==> src/rtl/dhp_pkg.sv <==
// Functional notes
// - Count inverted phase-2 clock with a three-bit counter through states zero to seven.
// - Decode counter states zero, two and four into three spike-free phase ticks.
// - Bit clock is inverted state-four tick when writing, else inverted read clock.
// - One of eight port strobes, picked by address bits 2..0, only when enabled.
// - Base match needs A3 low, A5-A7 high; jumper chooses A4 high or low.
// - Input qualifier needs input strobe, input status, phase-2, and no DMA hold.
// - All port strobes are suppressed while a DMA hold is acknowledged.
// - Phase-2 qualification of input strobes can be switched off by configuration.
// - Output qualifier needs write strobe low, output status high, no DMA hold.
// - Either qualifier fires the decoded strobe, regardless of cycle direction.
// - All eight data-out lines are copied onto the internal data bus.
// - Drive command access with data bit 0 low gives one active-low step pulse.
// - End of drive command strobe stores data bits 1..7 into command register.
// - Command register outputs and step go to the drive active low.
// - Low address byte loads from port five, high byte from port six.
// - Address counter increments once for every byte moved during DMA.
// - Bus-transfer enable drives the address counter onto the bus address lines.
// - Low address byte strobe also clears latched DMA progress status bits.
package dhp_pkg;
	localparam int unsigned DHP_PHASE_W = 3;
	localparam logic [2:0] DHP_PHASE_TICK0 = 3'h0;
	localparam logic [2:0] DHP_PHASE_TICK2 = 3'h2;
	localparam logic [2:0] DHP_PHASE_TICK4 = 3'h4;
	localparam logic [2:0] DHP_PHASE_RST = 3'h0;
	localparam int unsigned DHP_PORT_SEL_W = 3;
	localparam int unsigned DHP_NUM_PORTS = 8;
	localparam int unsigned DHP_ADDR_A3 = 3;
	localparam int unsigned DHP_ADDR_A4 = 4;
	localparam int unsigned DHP_ADDR_A5 = 5;
	localparam int unsigned DHP_ADDR_A6 = 6;
	localparam int unsigned DHP_ADDR_A7 = 7;
	localparam logic [7:0] DHP_REG_ADDR_LOW = 8'hf5;
	localparam logic [7:0] DHP_REG_ADDR_HIGH = 8'hf6;
	localparam logic [7:0] DHP_REG_DRIVE_CMD = 8'hf7;
	localparam int unsigned DHP_STEP_BIT = 0;
	localparam int unsigned DHP_CMD_W = 7;
	localparam logic [6:0] DHP_CMD_RST = 7'h00;
	localparam logic [15:0] DHP_ADDR_RST = 16'h0000;
	localparam logic [7:0] DHP_DATA_RST = 8'h00;
	localparam int unsigned DHP_CLK_PERIOD_PS = 4000;
endpackage

==> src/rtl/dhp_sync2.sv <==
`timescale 1ns/1ps
`default_nettype none
module dhp_sync2 #(
	parameter int unsigned WIDTH = 1
) (
	input wire logic i_clk,
	input wire logic i_srst,
	input wire logic [WIDTH-1:0] i_async,
	output logic [WIDTH-1:0] o_sync
);
	logic [WIDTH-1:0] meta_q;
	logic [WIDTH-1:0] meta_d;
	logic [WIDTH-1:0] sync_q;
	logic [WIDTH-1:0] sync_d;

	// First stage feeds only the second stage
	always_comb begin
		meta_d = i_async;
		sync_d = meta_q;
		if (i_srst) begin
			meta_d = '0;
			sync_d = '0;
		end
	end

	always_ff @(posedge i_clk) begin
		meta_q <= meta_d;
		sync_q <= sync_d;
	end

	assign o_sync = sync_q;
endmodule // dhp_sync2
`default_nettype wire

==> src/rtl/dhp_host_port.sv <==
`timescale 1ns/1ps
`default_nettype none
module dhp_host_port
	import dhp_pkg::*;
#(
	parameter int unsigned ADDR_W = 16
) (
	input wire logic i_clk,
	input wire logic i_srst,
	// Bus pins, asynchronous
	input wire logic i_phi2,
	input wire logic i_pdbin,
	input wire logic i_sinp,
	input wire logic i_pwr_n,
	input wire logic i_sout,
	input wire logic i_phldar,
	input wire logic [7:0] i_addr,
	input wire logic [7:0] i_data_out,
	// Formatter and jumpers, asynchronous
	input wire logic i_read_recovered_clk,
	input wire logic i_alt_base_select,
	input wire logic i_phi2_qual_en,
	// Controller logic on this clock
	input wire logic i_writing,
	input wire logic i_byte_moved,
	input wire logic i_address_drive_enable,
	// Outputs
	output logic o_phase_tick0,
	output logic o_phase_tick2,
	output logic o_phase_tick4,
	output logic o_bit_clk,
	output logic [DHP_NUM_PORTS-1:0] o_port_strobe,
	output logic [7:0] o_internal_data,
	output logic o_step_n,
	output logic [DHP_CMD_W-1:0] o_drive_cmd_n,
	output logic o_status_clear,
	output logic [ADDR_W-1:0] o_addr_bus,
	output logic o_addr_oe_n
);
	localparam int unsigned SYNC_W = 7 + 8 + 8 + 2;

	logic [SYNC_W-1:0] sync_in;
	logic [SYNC_W-1:0] sync_out;
	logic phi2_s;
	logic pdbin_s;
	logic sinp_s;
	logic pwr_n_s;
	logic sout_s;
	logic phldar_s;
	logic rclk_s;
	logic [7:0] addr_s;
	logic [7:0] data_s;
	logic alt_base_s;
	logic phi2_qual_en_s;

	assign sync_in = {i_phi2, i_pdbin, i_sinp, i_pwr_n, i_sout, i_phldar, i_read_recovered_clk,
		i_addr, i_data_out, i_alt_base_select, i_phi2_qual_en};

	dhp_sync2 #(
		.WIDTH(SYNC_W)
	) u_sync (
		.i_clk(i_clk),
		.i_srst(i_srst),
		.i_async(sync_in),
		.o_sync(sync_out)
	);

	assign {phi2_s, pdbin_s, sinp_s, pwr_n_s, sout_s, phldar_s, rclk_s,
		addr_s, data_s, alt_base_s, phi2_qual_en_s} = sync_out;

	function automatic logic base_match(input logic [7:0] a, input logic alt);
		logic a4_ok;
		a4_ok = alt ? ~a[DHP_ADDR_A4] : a[DHP_ADDR_A4];
		base_match = ~a[DHP_ADDR_A3] & a4_ok & a[DHP_ADDR_A5] & a[DHP_ADDR_A6] & a[DHP_ADDR_A7];
	endfunction

	function automatic logic [2:0] port_sel(input logic [7:0] port);
		port_sel = port[DHP_PORT_SEL_W-1:0];
	endfunction

	// Phase counter and ticks
	logic phi2_prev_q;
	logic phi2_prev_d;
	logic [DHP_PHASE_W-1:0] phase_q;
	logic [DHP_PHASE_W-1:0] phase_d;
	logic tick0_q;
	logic tick0_d;
	logic tick2_q;
	logic tick2_d;
	logic tick4_q;
	logic tick4_d;
	logic bit_clk_q;
	logic bit_clk_d;
	logic phi2_fall;

	assign phi2_fall = phi2_prev_q & ~phi2_s;

	always_comb begin
		phi2_prev_d = phi2_s;
		phase_d = phase_q;
		if (phi2_fall) begin
			phase_d = phase_q + 3'h1;
		end
		// Registered decode cannot glitch when several counter bits change at once
		tick0_d = (phase_q == DHP_PHASE_TICK0);
		tick2_d = (phase_q == DHP_PHASE_TICK2);
		tick4_d = (phase_q == DHP_PHASE_TICK4);
		bit_clk_d = i_writing ? ~tick4_q : ~rclk_s;
		if (i_srst) begin
			phi2_prev_d = 1'b0;
			phase_d = DHP_PHASE_RST;
			tick0_d = 1'b0;
			tick2_d = 1'b0;
			tick4_d = 1'b0;
			bit_clk_d = 1'b0;
		end
	end

	always_ff @(posedge i_clk) begin
		phi2_prev_q <= phi2_prev_d;
		phase_q <= phase_d;
		tick0_q <= tick0_d;
		tick2_q <= tick2_d;
		tick4_q <= tick4_d;
		bit_clk_q <= bit_clk_d;
	end

	assign o_phase_tick0 = tick0_q;
	assign o_phase_tick2 = tick2_q;
	assign o_phase_tick4 = tick4_q;
	assign o_bit_clk = bit_clk_q;

	// Port decode
	logic in_qual;
	logic out_qual;
	logic strobe_en;
	logic [DHP_NUM_PORTS-1:0] strobe_d;
	logic [DHP_NUM_PORTS-1:0] strobe_q;
	logic [7:0] data_q;
	logic [7:0] data_d;

	// Some hosts see phase-2 too late on input cycles, so qualification is optional
	assign in_qual = pdbin_s & sinp_s & (phi2_s | ~phi2_qual_en_s) & ~phldar_s;
	assign out_qual = ~pwr_n_s & sout_s & ~phldar_s;
	// Direction is not checked; a wrong-direction access still strobes the port
	assign strobe_en = (in_qual | out_qual) & base_match(addr_s, alt_base_s) & ~phldar_s;

	generate
		for (genvar p = 0; p < DHP_NUM_PORTS; p++) begin : g_port
			always_comb begin
				strobe_d[p] = strobe_en & (port_sel(addr_s) == 3'(p));
				if (i_srst) begin
					strobe_d[p] = 1'b0;
				end
			end
		end
	endgenerate

	always_comb begin
		data_d = data_s;
		if (i_srst) begin
			data_d = DHP_DATA_RST;
		end
	end

	always_ff @(posedge i_clk) begin
		strobe_q <= strobe_d;
		data_q <= data_d;
	end

	assign o_port_strobe = strobe_q;
	assign o_internal_data = data_q;

	// Strobe ends are the load points, data is held from the last strobe cycle
	logic [DHP_NUM_PORTS-1:0] strobe_end;
	assign strobe_end = strobe_q & ~strobe_d;

	// Drive command
	logic step_n_q;
	logic step_n_d;
	logic [DHP_CMD_W-1:0] cmd_n_q;
	logic [DHP_CMD_W-1:0] cmd_n_d;

	always_comb begin
		step_n_d = ~(strobe_d[port_sel(DHP_REG_DRIVE_CMD)] & ~data_s[DHP_STEP_BIT]);
		cmd_n_d = cmd_n_q;
		if (strobe_end[port_sel(DHP_REG_DRIVE_CMD)]) begin
			cmd_n_d = ~data_q[7:1];
		end
		if (i_srst) begin
			step_n_d = 1'b1;
			cmd_n_d = ~DHP_CMD_RST;
		end
	end

	always_ff @(posedge i_clk) begin
		step_n_q <= step_n_d;
		cmd_n_q <= cmd_n_d;
	end

	assign o_step_n = step_n_q;
	assign o_drive_cmd_n = cmd_n_q;

	// Address counter
	logic [ADDR_W-1:0] addr_q;
	logic [ADDR_W-1:0] addr_d;
	logic [ADDR_W-1:0] addr_bus_q;
	logic [ADDR_W-1:0] addr_bus_d;
	logic addr_oe_n_q;
	logic addr_oe_n_d;
	logic status_clr_q;
	logic status_clr_d;
	logic load_lo;
	logic load_hi;

	assign load_lo = strobe_end[port_sel(DHP_REG_ADDR_LOW)];
	assign load_hi = strobe_end[port_sel(DHP_REG_ADDR_HIGH)];

	always_comb begin
		addr_d = addr_q;
		if (i_byte_moved) begin
			addr_d = addr_q + {{(ADDR_W-1){1'b0}}, 1'b1};
		end
		// A load overrides a count in the same cycle; halves load independently
		if (load_lo) begin
			addr_d[7:0] = data_q;
		end
		if (load_hi) begin
			addr_d[ADDR_W-1:8] = data_q[ADDR_W-9:0];
		end
		status_clr_d = load_lo;
		addr_bus_d = i_address_drive_enable ? addr_q : addr_bus_q;
		addr_oe_n_d = ~i_address_drive_enable;
		if (i_srst) begin
			addr_d = DHP_ADDR_RST[ADDR_W-1:0];
			status_clr_d = 1'b0;
			addr_bus_d = DHP_ADDR_RST[ADDR_W-1:0];
			addr_oe_n_d = 1'b1;
		end
	end

	always_ff @(posedge i_clk) begin
		addr_q <= addr_d;
		status_clr_q <= status_clr_d;
		addr_bus_q <= addr_bus_d;
		addr_oe_n_q <= addr_oe_n_d;
	end

	assign o_status_clear = status_clr_q;
	assign o_addr_bus = addr_bus_q;
	assign o_addr_oe_n = addr_oe_n_q;
endmodule // dhp_host_port
`default_nettype wire

==> config.mk <==
export PLATFORM = sky130hd
export DESIGN_NAME = dhp_host_port
export DESIGN_NICKNAME = d
export VERILOG_FILES = /design/src/rtl/dhp_pkg.sv /design/src/rtl/dhp_sync2.sv /design/src/rtl/dhp_host_port.sv
export SDC_FILE = /design/constraint.sdc
export NUM_CORES = 1
export LEC_CHECK = 0
export ABC_AREA = 1
export BUFFER_PORTS_ARGS = -buffer_cell sky130_fd_sc_hd__buf_4
export CORE_MARGIN = 8
export CORE_UTILIZATION = 40
export CTS_CLUSTER_SIZE = 24
export DETAILED_ROUTE_END_ITERATION = 6
export PLACE_DENSITY = 0.66
export SLEW_MARGIN = 20
export SYNTH_ARGS = -nofsm -noshare
export SYNTH_HDL_FRONTEND = slang
export SYNTH_SLANG_ARGS = --single-unit
==> constraint.sdc <==
create_clock -name i_clk -period 1.5 [get_ports i_clk]
set_input_delay 0.075 -clock i_clk [delete_from_list [all_inputs] [get_ports i_clk]]
set_output_delay 0.075 -clock i_clk [all_outputs]
set_load 0.01 [all_outputs]
==> results of run 1 <==
per-layer routing:
layer	global-route usage	routed length, um	part of all wire
met4	0.04606	113	0.011
met1	0.1551	4337	0.42
met3	0.05636	639	0.062
met5	0	0	0
met2	0.2501	5157	0.50
power by group:
group          internal [mW]  total (mW)  switching, mW
combinational          0.215       0.428          0.213
sequential              3.19        3.24         0.0452
clock                   2.55        3.91           1.36
Yosys cell counts, types with 2 or more instances:
| cell | count | area share |
|---|---|---|
| sky130_fd_sc_hd__a21oi_1 | 25 | 0.029 |
| sky130_fd_sc_hd__buf_1 | 8 | 0.0069 |
| sky130_fd_sc_hd__buf_2 | 2 | 0.0023 |
| sky130_fd_sc_hd__buf_4 | 2 | 0.0035 |
| sky130_fd_sc_hd__buf_6 | 2 | 0.0052 |
| sky130_fd_sc_hd__clkbuf_1 | 4 | 0.0035 |
| sky130_fd_sc_hd__clkinv_1 | 2 | 0.0017 |
| sky130_fd_sc_hd__dfxtp_1 | 116 | 0.54 |
| sky130_fd_sc_hd__ha_1 | 4 | 0.012 |
| sky130_fd_sc_hd__inv_1 | 97 | 0.084 |
| sky130_fd_sc_hd__nand2_1 | 61 | 0.053 |
| sky130_fd_sc_hd__nand2_2 | 6 | 0.0087 |
| sky130_fd_sc_hd__nand2_4 | 2 | 0.0052 |
| sky130_fd_sc_hd__nand3_1 | 52 | 0.060 |
| sky130_fd_sc_hd__nand3b_1 | 6 | 0.010 |
| sky130_fd_sc_hd__nand4_1 | 3 | 0.0043 |
| sky130_fd_sc_hd__nor2_1 | 88 | 0.076 |
| sky130_fd_sc_hd__nor2_2 | 3 | 0.0043 |
| sky130_fd_sc_hd__nor2_4 | 2 | 0.0052 |
| sky130_fd_sc_hd__nor3_1 | 5 | 0.0058 |
| sky130_fd_sc_hd__nor3_2 | 2 | 0.0046 |
| sky130_fd_sc_hd__nor4_1 | 3 | 0.0043 |
| sky130_fd_sc_hd__o21ai_0 | 35 | 0.041 |
| sky130_fd_sc_hd__xnor2_1 | 3 | 0.0061 |
flip-flops by register name (all words and copies together) (netlist names), 3 cells and up:
register	count
u_sync.meta_q	25
u_sync.o_sync	25
addr_q	16
o_addr_bus	16
o_internal_data	8
o_port_strobe	8
o_drive_cmd_n	7
phase_q	3
per-stage QoR:
stage / utilization / cells / instance area, um^2 / setup TNS, ns / worst slack [ns]
after global placement: 0.4723 / 753 / 5052 / 0 / 0.07974
after CTS: 0.5546 / 813 / 5933 / 0 / 0.01445
after global routing: 0.5716 / 819 / 6115 / -0.4893 / -0.05585
after floorplan: - / 543 / 4323 / 0 / 0.02202
final: 0.5716 / 819 / 6115 / 0 / 0.04554
after detailed placement: 0.4723 / 753 / 5052 / 0 / 0.005606
cells by family after synthesis:
group                      Yosys count  share of synthesized area
DFF                                116                     0.5372
xor gates and xnor gates             4                   0.008106
adders and majority gates            4                    0.01158
and+or+nand+nor                    237                     0.2541
AOI/OAI and AO/OA                   62                    0.07410
buffers and inverters              120                     0.1149
repair_timing:
action,in CTS,in global routing
setup buffers,0,3
cloned,0,3
hold endpoints to repair,42,0
setup endpoints to repair,3,23
hold buffers,28,0
pin swaps,0,7
resized for setup,1,50
tightest hold or removal path, cell delays in order:
cell	delay, ns
sky130_fd_sc_hd__buf_4	0.09
sky130_fd_sc_hd__buf_4	0.18
sky130_fd_sc_hd__xnor2_1	0.15
sky130_fd_sc_hd__a211oi_2	0.07
area by class of cell:
| type | count | area [um^2] | area share |
|---|---|---|---|
| inverters | 100 | 375.4 | 0.06139 |
| well taps | 140 | 175.2 | 0.02865 |
| flip-flops and latches | 116 | 2341 | 0.3829 |
| clock buffers | 22 | 473.0 | 0.07735 |
| clock inverters | 10 | 122.6 | 0.02005 |
| repair buffers | 121 | 982.2 | 0.1606 |
| multi-input cells | 310 | 1645 | 0.2691 |
worst max-delay path by stage:
stage | from | end | depth (start not counted)
after detailed placement | u_sync.o_sync[19]$_SDFF_PP0_ | addr_q[3]$_SDFFE_PP0P_ | 8
after global placement | u_sync.o_sync[19]$_SDFF_PP0_ | addr_q[1]$_SDFFE_PP0P_ | 8
after global routing | u_sync.o_sync[24]$_SDFF_PP0_ | addr_q[3]$_SDFFE_PP0P_ | 9
final | u_sync.o_sync[19]$_SDFF_PP0_ | addr_q[10]$_SDFFE_PP0P_ | 9
after CTS | u_sync.o_sync[24]$_SDFF_PP0_ | addr_q[14]$_SDFFE_PP0P_ | 12
after floorplan | addr_q[0]$_SDFFE_PP0P_ | addr_q[12]$_SDFFE_PP0P_ | 10
==> impl_metrics.tcl, run 1 <==
set metrics [dict create \
    drv.max_cap_violation_count 0 \
    path_delay_family "simple AND/OR/NAND/NOR gates" \
    dr.first_iter.drc_count 169 \
    syn-instance-count 543 \
    relSlewSlack 0.7516 \
    detail_route.drc_violations 0 \
    finish.net_count 700 \
    cts_h_tree_lvls 4 \
    finalMaxSlewViolations 0 \
    power_density_nw_per_um2 1238 \
    global_route.usage.total 0.1429 \
    setup-violations-final 0 \
    number_of_flops_mapped_to_enable_cells_by_yosys 0 \
    worst_hold_start "i_byte_moved" \
    wirelength_um 10250 \
    synthesis.area_um2 4323 \
    rr_startpoint "u_sync.o_sync[19]$_SDFF_PP0_" \
    cell_by_cell_trace_of_the_critical_path "nor2_1, nand3_2, nor2_4, nand4_4, buf_6, nand3_2, nand3_2, nand2_1, inv_1" \
    slew_at_the_pin_closest_to_its_max_slew_limit_ns 0.3702 \
    final_cell_mix "sky130_fd_sc_hd__dfxtp_1, sky130_fd_sc_hd__inv_1, sky130_fd_sc_hd__buf_4, sky130_fd_sc_hd__nor2_1, sky130_fd_sc_hd__nand2_1" \
    yosys_warnings 0 \
    worst_min_path_class "primary input to flop" \
    run_status "completed" \
    leakagePower_nw 2.847 \
    initial_antenna_violation_count 0 \
    drive_gt1_frac 0.2784 \
    fill_cells 948 \
    clock_buffer_depth 2 \
    grt_pass1_vias 3642 \
    avgRoutedWirePerCell_um 12.51 \
    worst_path_most_repeated_cell "sky130_fd_sc_hd__nand3_2" \
    worst-endpoint-required_ns 1.89 \
    final_period_minus_worst_setup_slack_ns 1.454 \
    worstReg2RegEnd "addr_q[10]$_SDFFE_PP0P_" \
    postSynthNetCount 577 \
    post-dp-hpwl_um 6654 \
    final_clock_skew_ns 0.01283 \
    power.total_mw 7.569 \
    num_vias 3694 \
    fin_crit_sh 0.9696 \
    inserted_diodes 0 \
    die_w_um 120.0 \
    core_area_um2 10700 \
    port-buffer-count 75 \
    setup.worst_path.class "flop to flop" \
    timing.critical_path.to_type "flop" \
    cpMaxStageDelayCell "sky130_fd_sc_hd__dfxtp_1" \
    reg2reg_depth 9 \
    path_buf_inv 2 \
    root_buffer "sky130_fd_sc_hd__clkbuf_8" \
    most_frequent_standard_cell_in_the_layout_excluding_fill_and_tap_cells "sky130_fd_sc_hd__dfxtp_1" \
    routed_via_density 4.510 \
    hold_path_depth 4 \
    worst_ir_drop_vdd_mv 0.6904 \
    crit_path_start_kind "flop" \
    finalWeightedCongestion 0.8475 \
    synth.distinct_cells 34 \
    asyncSetResetFlopFracSynth 0 \
    grt_overflow_total 0 \
    clk_latency_ns 0.50 \
    start_util 0.4041 \
    hold_viol_final 0 \
    syn-mean-instance-area_um2 7.961 \
    holdWs_ns 0.1122 \
    die_height_um 120.0 \
    crit_arrival_ns 1.84 \
    ant_nets 0 \
    crit_path_max_fanout 7 \
    ys_seq_area_frac 0.5372 \
    maximum_number_of_pins_on_one_net_before_global_route_repair 41 \
    tritoncts.num_buffers 17 \
    synth_ff_type "sky130_fd_sc_hd__dfxtp_1" \
    clkSlewWorstSetupHoldPaths_ns 0.06 \
    synthToLayoutAreaGrowth_pct 41.45 \
    floorplan.die_area_um2 14390 \
    rrSetupSlack_ns 0.05 \
    tritoncts_num_sinks 116 \
    whs_endpoint "addr_q[0]$_SDFFE_PP0P_" \
    postSynthRegisterBits 116 \
    pin_count 76 \
    drt_pre_antenna_iters 4 \
    grt_pass1_wl_um 16710 \
    critPathMaxStageDelay_ns 0.29 \
    tritoncts "done" \
    max_freq_ghz 0.6875 \
    floorplan.rows 38 \
    setup_repair_after_global_routing_missed_its_margin "yes" \
]
Note: power is estimated with default switching activity, not from simulation.
==> run 2: changes to the inputs <==
--- a/config.mk
+++ b/config.mk
@@ -12,6 +12,7 @@
 export CTS_CLUSTER_SIZE = 24
 export DETAILED_ROUTE_END_ITERATION = 6
 export PLACE_DENSITY = 0.66
+export RECOVER_POWER = 100
 export SLEW_MARGIN = 20
 export SYNTH_ARGS = -nofsm -noshare
 export SYNTH_HDL_FRONTEND = slang
==> impl_metrics.tcl, run 2 (synthesis gave the netlist of run 1 again) <==
set metrics [dict create \
    place_ws_ns 0.005606 \
    power_switching_share 0.2141 \
    clkSlewWorstSetupHoldPaths_ns 0.06 \
    pwr-share-clk 0.517 \
    crit_arrival_ns 1.84 \
    finish.net_count 700 \
    power_density_nw_per_um2 1251 \
    power.net_switching_mw 1.619 \
    ant_nets 0 \
    finish.utilization 0.5650 \
    root_buffer "sky130_fd_sc_hd__clkbuf_8" \
    final_clock_skew_ns 0.01029 \
    cpMaxStageDelayCell "sky130_fd_sc_hd__dfxtp_1" \
    die_height_um 120.0 \
    dr.first_iter.drc_count 175 \
    grt_pass1_vias 3642 \
    timing.critical_path.to_type "flop" \
    drive_gt1_frac 0.2518 \
    cell_by_cell_trace_of_the_critical_path "nor2_1, nand3_2, nor2_4, nand4_4, buf_6, nand3_2, nand3_2, nand2_1, inv_1" \
    setup-violations-final 0 \
    dpl.cell_count 753 \
    totalNegativeSetupSlack_ns 0 \
    clock_buffer_depth 2 \
    finalWorstSetupSlack_ns 0.05050 \
    path_buf_inv 2 \
    worst_path_most_repeated_cell "sky130_fd_sc_hd__nand3_2" \
    avgRoutedWirePerCell_um 12.55 \
    final_cell_mix "sky130_fd_sc_hd__dfxtp_1, sky130_fd_sc_hd__inv_1, sky130_fd_sc_hd__nor2_1, sky130_fd_sc_hd__buf_4, sky130_fd_sc_hd__nand2_1" \
    wirelength_um 10280 \
    detail_route.drc_violations 0 \
    start_util 0.4041 \
    port-buffer-count 75 \
    critPathMaxStageDelay_ns 0.29 \
    maximum_number_of_pins_on_one_net_before_global_route_repair 41 \
    setup.worst_path.class "flop to flop" \
    number_of_cells_in_the_finished_layout_apart_from_fillers 819 \
    hold_viol_final 0 \
    slew_at_the_pin_closest_to_its_max_slew_limit_ns 0.7067 \
    finalWeightedCongestion 0.8475 \
    clk_latency_ns 0.50 \
    pin_count 76 \
    inserted_diodes 0 \
    worst-endpoint-required_ns 1.89 \
    run_status "completed" \
    final_design_area_no_fill_um2 6045 \
    leakagePower_nw 2.775 \
    floorplan.rows 38 \
    worst_min_path_class "primary input to flop" \
    path_delay_family "simple AND/OR/NAND/NOR gates" \
    drt_pre_antenna_iters 4 \
    most_frequent_standard_cell_in_the_layout_excluding_fill_and_tap_cells "sky130_fd_sc_hd__dfxtp_1" \
    initial_antenna_violation_count 0 \
    core_area_um2 10700 \
    p_seq_frac 0.428 \
    finalMaxSlewViolations 0 \
    cellInternalPower_mw 5.943 \
    combinationalPowerShare 0.055 \
    power.total_mw 7.562 \
    crit_path_max_fanout 7 \
    grt_pass1_wl_um 16710 \
    post-dp-hpwl_um 6654 \
    tritoncts_num_sinks 116 \
    fin_crit_sh 0.9663 \
    tritoncts "done" \
    final_period_minus_worst_setup_slack_ns 1.449 \
    max_freq_ghz 0.6899 \
    synthToLayoutAreaGrowth_pct 39.83 \
    drv.max_cap_violation_count 0 \
    holdWs_ns 0.1140 \
    place_area_um2 5052 \
    global_route.usage.total 0.1429 \
    relSlewSlack 0.5289 \
    grt_overflow_total 0 \
    cts_h_tree_lvls 4 \
    die_w_um 120.0 \
    setup_repair_after_global_routing_missed_its_margin "yes" \
    worst_ir_drop_vdd_mv 0.6955 \
    routed_via_density 4.525 \
    floorplan.die_area_um2 14390 \
    tritoncts.num_buffers 17 \
    crit_path_start_kind "flop" \
    num_vias 3706 \
]
## run 2: cell count changes in the layout (fill, tap and decap cells not counted), sizes merged
cell / previous run / this run
clkbuf: 22 / 41
buf: 93 / 74
## run 2: power by group through the flow
stage	Combinational [mW]	Sequential [mW]	Clock (mW)
floorplan	0.183	3.30	0
global placement	0.354	3.29	0
detailed placement	0.359	3.30	0
CTS	0.417	3.23	3.98
global route	0.473	3.25	4.15
finish	0.418	3.24	3.91
## run 2: per-layer routing
layer  part of all wire  routed length, um  GRT usage
met1               0.43               4378     0.1551
met2               0.50               5115     0.2501
met3              0.063                644    0.05636
met4              0.014                142    0.04606
met5                  0                  0          0
## run 2: path summary, 6_finish.rpt
path | start | end | slack, ns | depth (start not counted)
min reg2reg | u_sync.meta_q[22]$_SDFF_PP0_ | u_sync.o_sync[22]$_SDFF_PP0_ | 0.39 | 2
min | i_byte_moved | addr_q[0]$_SDFFE_PP0P_ | 0.11 | 4
max reg2reg | u_sync.o_sync[19]$_SDFF_PP0_ | addr_q[10]$_SDFFE_PP0P_ | 0.05 | 9
max | u_sync.o_sync[19]$_SDFF_PP0_ | addr_q[10]$_SDFFE_PP0P_ | 0.05 | 9
## run 2: final cells by class
class | count | area (um^2)
Clock buffer | 22 | 473.0
Clock inverter | 10 | 122.6
Fill cell | 958 | 4653
Inverter | 100 | 375.4
Multi-Input combinational cell | 310 | 1645
Sequential cell | 116 | 2341
Tap cell | 140 | 175.2
Timing Repair Buffer | 121 | 912.1
## run 2: tightest hold or removal path, cell delays in order
cell	delay [ns]
sky130_fd_sc_hd__buf_4	0.09
sky130_fd_sc_hd__buf_4	0.18
sky130_fd_sc_hd__xnor2_1	0.15
sky130_fd_sc_hd__a211oi_2	0.07
## run 2: what timing repair did
item,in CTS,in global routing
cloned,0,3
setup buffers,0,3
hold buffers,28,0
endpoints found under the setup margin,3,23
gates resized for setup,1,50
hold endpoints to repair,42,0
pin swaps,0,7
==> run 3: changes to the inputs <==
--- a/config.mk
+++ b/config.mk
@@ -7,6 +7,7 @@
 export LEC_CHECK = 0
 export ABC_AREA = 1
 export BUFFER_PORTS_ARGS = -buffer_cell sky130_fd_sc_hd__buf_4
+export CORE_ASPECT_RATIO = 0.75
 export CORE_MARGIN = 8
 export CORE_UTILIZATION = 40
 export CTS_CLUSTER_SIZE = 24
==> impl_metrics.tcl, run 3 (synthesis gave the netlist of run 1 again) <==
set metrics [dict create \
    setup.worst_path.class "flop to flop" \
    worstReg2RegEnd "addr_q[4]$_SDFFE_PP0P_" \
    port-buffer-count 75 \
    path_delay_family "simple AND/OR/NAND/NOR gates" \
    synthToLayoutAreaGrowth_pct 40.09 \
    cts_h_tree_lvls 4 \
    num_vias 3823 \
    finalWeightedCongestion 0.8698 \
    tritoncts_num_sinks 116 \
    fin_crit_sh 0.9798 \
    hold_viol_final 0 \
    ant_nets 0 \
    floorplan.rows 33 \
    worst_ir_drop_vdd_mv 0.8938 \
    crit_arrival_ns 1.76 \
    whs_endpoint "o_port_strobe[7]$_DFF_P_" \
    drt_pre_antenna_iters 4 \
    cell_by_cell_trace_of_the_critical_path "inv_2, nand2_2, nand3_2, nor2_4, nand4_4, nand2_4, clkbuf_16, nand2_1, o21ai_0, a21oi_1" \
    drive_gt1_frac 0.2251 \
    clock_buffer_depth 2 \
    die_w_um 136.0 \
    grt_pass1_vias 3625 \
    pin_count 76 \
    most_frequent_standard_cell_in_the_layout_excluding_fill_and_tap_cells "sky130_fd_sc_hd__dfxtp_1" \
    dr.first_iter.drc_count 198 \
    reg2reg_depth 10 \
    relSlewSlack 0.6555 \
    final_design_area_no_fill_um2 6056 \
    clkSlewWorstSetupHoldPaths_ns 0.06 \
    post-dp-hpwl_um 7208 \
    dpl.cell_count 758 \
    finalMaxSlewViolations 0 \
    clk_latency_ns 0.42 \
    crit_path_start_kind "flop" \
    tritoncts.num_buffers 17 \
    setup_repair_after_global_routing_missed_its_margin "yes" \
    setup-violations-final 0 \
    crit_path_max_fanout 6 \
    power.total_mw 7.461 \
    floorplan.die_area_um2 14420 \
    avgRoutedWirePerCell_um 13.31 \
    fill_cells 968 \
    grt_overflow_total 0 \
    final_clock_skew_ns 0.01182 \
    initial_antenna_violation_count 0 \
    run_status "completed" \
    final_period_minus_worst_setup_slack_ns 1.470 \
    worst_hold_start "i_srst" \
    path_buf_inv 2 \
    inserted_diodes 0 \
    worst_min_path_class "primary input to flop" \
    maximum_number_of_pins_on_one_net_before_global_route_repair 53 \
    worst-endpoint-required_ns 1.79 \
    routed_via_density 4.640 \
    grt_pass1_wl_um 17460 \
    slew_at_the_pin_closest_to_its_max_slew_limit_ns 0.5168 \
    cpMaxStageDelayCell "sky130_fd_sc_hd__dfxtp_2" \
    critPathMaxStageDelay_ns 0.33 \
    totalNegativeSetupSlack_ns 0 \
    global_route.usage.total 0.1528 \
    final_cell_mix "sky130_fd_sc_hd__dfxtp_1, sky130_fd_sc_hd__inv_1, sky130_fd_sc_hd__nor2_1, sky130_fd_sc_hd__nand2_1, sky130_fd_sc_hd__nand3_1" \
    place_area_um2 5115 \
    rrSetupSlack_ns 0.03 \
    start_util 0.4027 \
    finish.net_count 705 \
    rr_startpoint "u_sync.o_sync[1]$_SDFF_PP0_" \
    timing.critical_path.to_type "flop" \
    finish.utilization 0.5641 \
    tritoncts "done" \
    core_area_um2 10740 \
    max_freq_ghz 0.6804 \
    detail_route.drc_violations 0 \
    wirelength_um 10970 \
    die_height_um 106.0 \
    leakagePower_nw 2.726 \
    hold_path_depth 4 \
    number_of_cells_in_the_finished_layout_apart_from_fillers 824 \
    drv.max_cap_violation_count 0 \
    power_density_nw_per_um2 1232 \
    root_buffer "sky130_fd_sc_hd__clkbuf_16" \
]
## run 3: changes by cell type in the layout (fill, tap and decap cells not counted), sizes merged, moves of 2 or more
cell / delta
buf: -38
clkinvlp: +2
inv: +3
clkbuf: +42
## run 3: timing repair
| item | 4_1_cts | 5_1_grt |
|---|---|---|
| hold endpoints to repair | 27 | 0 |
| cloned | 1 | 3 |
| hold buffers | 27 | 0 |
| pin swaps | 4 | 14 |
| resized for setup | 8 | 50 |
| buffers inserted | 2 | 2 |
| setup endpoints to repair | 2 | 24 |
## run 3: worst min-delay path: cells and delay by family
kind                   cells  cell delay [ns]
AND/OR/NAND/NOR            2             0.21
buffers and inverters      2             0.19
## run 3: how the worst max path moves through the flow
stage,from,to,slack (ns),cells after the start
finish,u_sync.o_sync[1]$_SDFF_PP0_,addr_q[4]$_SDFFE_PP0P_,0.03,10
global route,u_sync.o_sync[19]$_SDFF_PP0_,o_drive_cmd_n[1]$_SDFFE_PP1P_,-0.08,9
CTS,u_sync.o_sync[24]$_SDFF_PP0_,addr_q[15]$_SDFFE_PP0P_,-0.01,11
detailed placement,u_sync.o_sync[19]$_SDFF_PP0_,addr_q[5]$_SDFFE_PP0P_,-0.02,9
global placement,u_sync.o_sync[19]$_SDFF_PP0_,addr_q[5]$_SDFFE_PP0P_,0.02,9
floorplan,addr_q[0]$_SDFFE_PP0P_,addr_q[12]$_SDFFE_PP0P_,0.02,10
## run 3: area by class of cell
type,instances,area [um^2],area share
sequential,116,2333,0.3853
multi-input combinational,309,1670,0.2758
timing repair buffer,127,930.9,0.1537
clock buffer,19,442.9,0.07314
inverter,100,377.9,0.06240
tap,140,175.2,0.02893
clock inverter,13,125.1,0.02066
## run 3: layer usage
layer / up-vias / wire (um) / GRT usage
met5: - / 0 / 0
met4: 0 / 177 / 0.07115
met3: 19 / 741 / 0.04713
met2: 110 / 5092 / 0.2376
met1: 1756 / 4958 / 0.1904
li1: 1938 / - / -
## run 3: stage by stage
stage,setup slack [ns],hold WS [ns]
2_1_floorplan,0.02202,0.1704
4_1_cts,-0.01313,0.1033
3_5_place_dp,-0.02265,0.2669
5_1_grt,-0.07637,0.1421
3_3_place_gp,0.02206,0.2645
6_report,0.03027,0.1117
## run 3: where the power goes
group          total (mW)  internal [mW]  leakage (nW)  switching, mW
Clock                3.81           2.34         0.263           1.48
Combinational       0.411          0.191          1.51          0.220
Sequential           3.24           3.19         0.955         0.0471
